### src/sata_lpm_pkg.sv
// Constants and types for the port link power manager.
// Assumes one clock domain and plain-port control from the register file.
package sata_lpm_pkg;

	// Interface communication control codes written by software.
	localparam logic [3:0] ICC_IDLE    = 4'h0;
	localparam logic [3:0] ICC_ACTIVE  = 4'h1;
	localparam logic [3:0] ICC_PARTIAL = 4'h2;
	localparam logic [3:0] ICC_SLUMBER = 4'h6;

	// Allowed power transition codes.
	localparam logic [3:0] IPM_ALLOW_ALL  = 4'h0;
	localparam logic [3:0] IPM_NO_PARTIAL = 4'h1;
	localparam logic [3:0] IPM_NO_SLUMBER = 4'h2;
	localparam logic [3:0] IPM_NO_ANY     = 4'h3;

	// Reported link power state codes.
	localparam logic [3:0] RPT_ACTIVE  = 4'h1;
	localparam logic [3:0] RPT_PARTIAL = 4'h2;
	localparam logic [3:0] RPT_SLUMBER = 4'h6;

	// Values after reset.
	localparam logic [3:0] RST_REPORT = 4'h1;
	localparam logic       RST_TARGET = 1'b0;
	localparam logic       RST_D3     = 1'b0;

	typedef enum logic [3:0] {
		LNK_ACTIVE  = 4'h1,
		LNK_REQUEST = 4'h2,
		LNK_LOW     = 4'h4,
		LNK_WAKE    = 4'h8
	} link_state_type;

endpackage : sata_lpm_pkg

### src/sata_port_link_power_manager.sv
// Link and adapter power management for one port of the host adapter.
// Assumes the link layer, command engine and config space share clk_sys.
//
// Notes on behaviour
// - Aggressive enable plus idle starts low-power entry.
// - Idle when adapter empties issued bitmap.
// - Idle when set-bits FIS empties active bitmap.
// - Already-idle link never self-enters low power.
// - Wake link with COMWAKE before sending FIS.
// - Adapter request beats simultaneous software request.
// - Software slumber code requests slumber state.
// - In D3, register space accesses master abort.
// - In D3, interrupts are suppressed.
// - Config write leaves D3hot; reset leaves D3cold.
// - In D3, wake events assert PME.
// - Optionally require notification bit for wake.
// - Report aggressive support; enable and select gate.
// - Report port multiplier support; command switching.
// - Software request ignored unless link idle.
// - Allowed field 3h blocks, 0h allows.
module sata_port_link_power_manager
	import sata_lpm_pkg::*;
#(
	parameter bit AGGR_SUPPORTED  = 1'b1,
	parameter bit PARTIAL_CAP     = 1'b1,
	parameter bit SLUMBER_CAP     = 1'b1,
	parameter bit PMULT_SUPPORTED = 1'b1,
	parameter bit WAKE_NEEDS_NOTE = 1'b0,
	parameter int TAG_COUNT       = 32
) (
	input  wire logic                 clk_sys,
	input  wire logic                 arst_n,
	output      logic                 aggressive_pm_supported,
	output      logic                 partial_capable,
	output      logic                 slumber_capable,
	output      logic                 port_multiplier_supported,
	output      logic                 command_based_switching,
	input  wire logic                 aggressive_pm_enable,
	input  wire logic                 aggressive_state_select,
	input  wire logic [3:0]           allowed_power_transitions,
	input  wire logic [3:0]           interface_comm_control,
	input  wire logic                 icc_write,
	input  wire logic [TAG_COUNT-1:0] active_tag_bitmap,
	input  wire logic [TAG_COUNT-1:0] issued_command_bitmap,
	input  wire logic                 sdb_received,
	input  wire logic                 sdb_interrupt_bit,
	input  wire logic                 sdb_notify_bit,
	input  wire logic                 link_idle,
	input  wire logic                 link_active,
	input  wire logic                 pm_ack,
	input  wire logic                 pm_nack,
	output      logic                 pm_request,
	output      logic                 pm_request_slumber,
	output      logic                 comwake_request,
	output      logic [3:0]           link_pm_report,
	input  wire logic                 fis_tx_request,
	output      logic                 fis_tx_go,
	input  wire logic                 pmcsr_write,
	input  wire logic                 pmcsr_d3,
	output      logic                 power_d3,
	input  wire logic                 mmio_access,
	output      logic                 mmio_accept,
	output      logic                 mmio_master_abort,
	input  wire logic                 global_interrupt_enable,
	input  wire logic                 port_irq_pending,
	output      logic                 irq_out,
	input  wire logic                 hotplug_insert_change,
	input  wire logic                 presence_switch_change,
	input  wire logic                 cold_presence_change,
	input  wire logic                 pme_status_clear,
	output      logic                 pme_status,
	output      logic                 pme_n_out,
	output      logic                 pme_n_oe
);

	link_state_type       state_q;
	logic                 target_q;
	logic                 aggr_pend_q;
	logic [TAG_COUNT-1:0] issued_q;
	logic [TAG_COUNT-1:0] active_q;
	logic [3:0]           report_q;
	logic                 d3_q;
	logic                 pme_q;
	logic                 idle_ci;
	logic                 idle_sdb;
	logic                 aggr_go;
	logic                 sw_ok;
	logic                 sw_slumber;
	logic                 wake_evt;
	logic                 sdb_wake;

	// allowed field gating
	// Checks a target state against capability and the allowed field.
	function automatic logic state_allowed(input logic slumber, input logic [3:0] ipm);
		logic ok;
		ok = (ipm != IPM_NO_ANY);
		if (slumber) begin
			ok = ok && SLUMBER_CAP && (ipm != IPM_NO_SLUMBER);
		end else begin
			ok = ok && PARTIAL_CAP && (ipm != IPM_NO_PARTIAL);
		end
		return ok;
	endfunction : state_allowed

	assign aggressive_pm_supported = AGGR_SUPPORTED;
	assign partial_capable = PARTIAL_CAP;
	assign slumber_capable = SLUMBER_CAP;
	assign port_multiplier_supported = PMULT_SUPPORTED;
	assign command_based_switching = PMULT_SUPPORTED;

	always_ff @(posedge clk_sys or negedge arst_n) begin
		if (!arst_n) begin
			issued_q <= '0;
			active_q <= '0;
		end else begin
			issued_q <= issued_command_bitmap;
			active_q <= active_tag_bitmap;
		end
	end

	assign idle_ci = (active_tag_bitmap == '0) && (issued_q != '0)
		&& (issued_command_bitmap == '0);
	assign idle_sdb = (issued_command_bitmap == '0) && sdb_received
		&& (active_q != '0) && (active_tag_bitmap == '0);

	assign sw_slumber = (interface_comm_control == ICC_SLUMBER);
	assign sw_ok = icc_write && link_idle && (state_q == LNK_ACTIVE)
		&& (sw_slumber || interface_comm_control == ICC_PARTIAL)
		&& state_allowed(sw_slumber, allowed_power_transitions);

	assign aggr_go = aggr_pend_q && (state_q == LNK_ACTIVE) && link_idle
		&& !fis_tx_request
		&& state_allowed(aggressive_state_select, allowed_power_transitions);

	// arm on transitions
	// Pending aggressive entry, armed only by a true transition to idle.
	always_ff @(posedge clk_sys or negedge arst_n) begin
		if (!arst_n) begin
			aggr_pend_q <= 1'b0;
		end else if (AGGR_SUPPORTED && aggressive_pm_enable && (idle_ci || idle_sdb)) begin
			aggr_pend_q <= 1'b1;
		end else if (aggr_go || !aggressive_pm_enable || issued_command_bitmap != '0) begin
			aggr_pend_q <= 1'b0;
		end
	end

	always_ff @(posedge clk_sys or negedge arst_n) begin
		if (!arst_n) begin
			state_q  <= LNK_ACTIVE;
			target_q <= RST_TARGET;
		end else begin
			case (state_q)
				LNK_ACTIVE: begin
					if (aggr_go) begin
						target_q <= aggressive_state_select;
						state_q  <= LNK_REQUEST;
					end else if (sw_ok) begin
						target_q <= sw_slumber;
						state_q  <= LNK_REQUEST;
					end
				end
				LNK_REQUEST: begin
					if (pm_ack) begin
						state_q <= LNK_LOW;
					end else if (pm_nack) begin
						state_q <= LNK_ACTIVE;
					end
				end
				LNK_LOW: begin
					if (fis_tx_request || (icc_write && interface_comm_control == ICC_ACTIVE)) begin
						state_q <= LNK_WAKE;
					end
				end
				LNK_WAKE: begin
					if (link_active) begin
						state_q <= LNK_ACTIVE;
					end
				end
				default: begin
					state_q <= LNK_ACTIVE;
				end
			endcase
		end
	end

	always_ff @(posedge clk_sys or negedge arst_n) begin
		if (!arst_n) begin
			report_q <= RST_REPORT;
		end else if (state_q == LNK_LOW) begin
			report_q <= target_q ? RPT_SLUMBER : RPT_PARTIAL;
		end else begin
			report_q <= RPT_ACTIVE;
		end
	end

	assign link_pm_report = report_q;
	assign pm_request = (state_q == LNK_REQUEST);
	assign pm_request_slumber = target_q;
	assign comwake_request = (state_q == LNK_WAKE);
	assign fis_tx_go = fis_tx_request && link_active && (state_q == LNK_ACTIVE);

	always_ff @(posedge clk_sys or negedge arst_n) begin
		if (!arst_n) begin
			d3_q <= RST_D3;
		end else if (pmcsr_write) begin
			d3_q <= pmcsr_d3;
		end
	end

	assign power_d3 = d3_q;
	assign mmio_master_abort = mmio_access && d3_q;
	assign mmio_accept = mmio_access && !d3_q;
	assign irq_out = port_irq_pending && global_interrupt_enable && !d3_q;

	assign sdb_wake = sdb_received && sdb_interrupt_bit
		&& (sdb_notify_bit || !WAKE_NEEDS_NOTE);
	assign wake_evt = hotplug_insert_change || presence_switch_change
		|| cold_presence_change || sdb_wake;

	always_ff @(posedge clk_sys or negedge arst_n) begin
		if (!arst_n) begin
			pme_q <= 1'b0;
		end else if (d3_q && wake_evt) begin
			pme_q <= 1'b1;
		end else if (pme_status_clear) begin
			pme_q <= 1'b0;
		end
	end

	assign pme_status = pme_q;
	assign pme_n_out = 1'b0;
	assign pme_n_oe = pme_q;
endmodule : sata_port_link_power_manager

### config.mk
export PLATFORM = sky130hd
export DESIGN_NAME = sata_port_link_power_manager
export DESIGN_NICKNAME = d
export VERILOG_FILES = /design/src/sata_lpm_pkg.sv /design/src/sata_port_link_power_manager.sv
export SDC_FILE = /design/constraint.sdc
export NUM_CORES = 1
export LEC_CHECK = 0
export ABC_AREA = 1
export BUFFER_PORTS_ARGS = -buffer_cell sky130_fd_sc_hd__buf_2
export CORE_MARGIN = 10
export CORE_UTILIZATION = 50
export CTS_CLUSTER_SIZE = 30
export DETAILED_ROUTE_END_ITERATION = 16
export PLACE_DENSITY = 0.83
export SYNTH_ARGS = -nofsm -noshare
export SYNTH_HDL_FRONTEND = slang
export SYNTH_SLANG_ARGS = --single-unit
### constraint.sdc
create_clock -name clk_sys -period 3.8 [get_ports clk_sys]
set_clock_uncertainty 0.05 [all_clocks]
set_input_delay 0.95 -clock clk_sys [delete_from_list [all_inputs] [get_ports clk_sys]]
set_output_delay 0.95 -clock clk_sys [all_outputs]
set_load 0.005 [all_outputs]
==> summary.md <==
| Metric | Value |
|---|---|
| Max H-tree Level | 3 |
| Clk buf depth | 2 |
| CP delay by family, top | buffers and inverters |
| Mapped Area | around 2700 sq um |
| Core ar. | about 5200 sq um |
| Fill count | about 410 |
| Largest area contributor in the netlist | dfrtp_1 |
| Final setup fails | 0 |
| Area occupied by registers | 1880 sq um |
| Largest cells by area after synthesis | dfrtp_1 67%, nor2_1 11%, nand2_1 5.1% |
| Compound-Gate Fraction of Synth Area | 1.80% |
| Global route overflow | 0 |
| Power density over cell area | about 440 nW/um^2 |
| # Max-Cap Violations | 0 |
| Critical Path AT | 1.36 ns |
| Worst setup startpoint | fis_tx_request |
| HP Class | flop to flop |
| Setup TNS | 0 ns |
| Simple-gate area share of the yosys netlist | between 20% and 30% |
| Max FO, Critical Path | 3 |
| Synth Flop Type | dfrtp_1 |
| Final ANT Viol Nets | 0 |
| Setup CP Type | input pin to output port |
| Seq/Total Area, Yosys | slightly below 70% |
| Layout Nets | 466 |
| Period utilization | 62.1% |
| Final HPWL DP | roughly 5 mm |
| Async S/R FF share, synth | 100% |
| Chip width | 93.7 um |
| Crit-path cells | buf_2 -> inv_1 -> nor3_1 -> buf_2 |
| Hold Startpoint | pm_request_slumber |
| Tmin final | 2.36 ns |
| Worst Tran Pin Value | roughly 0.78 ns |
| Wire per inst | 13.4 um |
| Synth warnings | 0 |
| Slew HR | 48.3% |
| RSZ-0062 raised after global routing | no |
| Reg2reg path depth | 7 |
| Row cnt | 26 |
| Post-CTS Setup Inserts | 0 |
| RD Place Congestion | around 0.77 |
| Max Slew Vio Count | 0 |
| Worst stage delay on the critical path | approximately 0.15 ns |
| Post-synth EDFFs | 0 |
| Initial core utilization | 52.5% |
| Hold Crit Depth | 2 |
| Root Buffer | clkbuf_8 |
| Area of the multi-input gates | around 740 sq um |
| Clock buffer count from CTS | 9 |
| Crit path capture type | output port |
| Peak Freq | about 0.42 GHz |
| XOR/XNOR Fraction of Synth Area | 0% |
| CTS clk-pin slew, worst paths | 0.07 ns |
| Peak VDD IR | between 0.3 and 0.4 mV |
| Final hold vios | 0 |
| Pre-Repair DR Iteration Count | 4 |
| I/O pin total | 114 |
| Buffers & Inverters on Critical Path | 3 |
| Crit path depth | 4 |
| Overall routing resource usage | 14.2% |
| Leak Pwr | between 1.5 and 2 nW |
| 1st-iter DRT viols | 42 |
| Reg-to-reg startpoint | state_q[0] |
| Clk sinks | between 70 and 80 |
| CTS tree | done |
| Vias per inst | 4.68 |
| Initial antenna violation count | 0 |
| Mapped Cells | 257 |
| Slowest CP cell | nor3_1 |
| Adder-Cell Fraction of Synth Area | 0% |
| Clock Latency Late Sink | between 0.3 and 0.4 ns |
| Post_cts resized | 0 |
| Yosys cell types | 25 |
| Most frequent CP cell | buf_2 |
| Share of cells above drive strength 1 | about a third |
| Data required time of the worst path | 2.80 ns |
| Startpoint Class | input pin |
| Synth Register Bits | 75 |
| Mux contribution to synthesized area | 0% |
| Cts hold-fix bufs | 0 |
| PortBufs | 105 |
| Mean Syn Cell Area | 10.6 sq um |
| Count leader, synth | nor2_1 |
| WHS | just under 0.5 ns |
| Top cell type's share of synthesized area | between 60% and 70% |
| First-pass GRT wire length | slightly below 10 mm |
| Synth top cells by count | 76 x nor2_1, 73 x dfrtp_1, 37 x nand2_1, 14 x inv_1, 9 x nand3_1 |
| Status | finished clean |
| Die area | 8780 sq um |
| Final WL | just under 6 mm |
| Combinational family with the most area after synthesis | simple AND/OR/NAND/NOR gates |
| Syn-to-layout area delta | 27.5% |
| Antenna diodes | 0 |
| Number of global-route vias before repair | roughly 2.2k |
| Final routed DRC violation total | 0 |
| Largest net degree at the start of global routing | 38 |
| Via count | 2,088 |
| DIE HEIGHT | 93.7 um |
## state kept, by name (all words and copies together), names as in the netlist
register            flops
active_q               32
issued_q               32
state_q                 4
link_pm_report          3
aggr_pend_q             1
pm_request_slumber      1
pme_n_oe                1
power_d3                1
## layer usage
layer / part of all wire [%] / routed length [um] / vias up / GRT usage [%]
met5: 0 / 0 / - / 0
met4: 1.8 / 106 / 0 / 6.33
met3: 9.4 / 561 / 10 / 6.47
met2: 48 / 2850 / 88 / 23.4
met1: 41 / 2440 / 951 / 15.2
li1: - / - / 1039 / -
## cell type report
type | count | share of cell area, %
inverter | 15 | 1.63
timing repair buffer | 107 | 15.6
clock inverter | 3 | 0.434
clock buffer | 12 | 4.19
sequential | 75 | 54.3
tap | 70 | 2.53
multi-input combinational | 164 | 21.3
## logic make-up after synthesis
kind of cell | after synthesis
AO/OA/AOI/OAI | 8
buffers and inverters | 23
flip-flops | 75
other | 2
AND/OR/NAND/NOR | 149
## stage by stage
stage                     std cells  power (mW)  util, %  instance area, sq um  worst slack (ns)
after floorplan                 262       0.938        -                  2730              1.61
after global placement          431        1.02     63.8                  3300              1.44
after detailed placement        431        1.03     63.8                  3300              1.44
after CTS                       446        1.53     66.9                  3460              1.43
after global routing            446        1.60     66.9                  3460              1.37
final                           446        1.51     66.9                  3460              1.44
## placed cells by master, fill, tap and decap left out, drive strengths merged
cell type	synthesis	final
a2111oi	1	1
a21oi	1	1
and2	1	1
buf	8	107
clkbuf	0	12
clkinv	0	3
conb	2	7
dfrtp	73	73
dfstp	2	2
inv	15	15
nand2	37	37
nand3	13	13
nand3b	2	2
nand4	8	8
nor2	78	78
nor3	5	5
nor3b	2	2
nor4	3	3
o21ai	5	5
o22ai	1	1
## path summary, 6_finish.rpt
path / to / slack, ns
worst max-delay path: fis_tx_go / 1.44
worst min-delay path: link_pm_report[2] / 0.48
worst max register to register: pm_request_slumber / 2.45
worst min register to register: link_pm_report[2] / 0.48
max in group asynchronous: issued_q[15] / 2.20
min in group asynchronous: pm_request_slumber / 0.65
## worst reg2reg max path, cell delays in order (launching register included)
cell	delay, ns
dfstp_2	0.57
nand3_2	0.14
nor2_2	0.12
nand3_2	0.12
nand2_1	0.08
o21ai_1	0.05
nand2_1	0.07
o21ai_2	0.05
## power by group
group	leakage [nW]	internal [mW]	switching (mW)
clock network	0.0860	0.248	0.254
registers	0.887	0.846	0.0179
logic	0.775	0.0671	0.0808
total	1.75	1.16	0.352
Power figures use the tool's default switching activity.
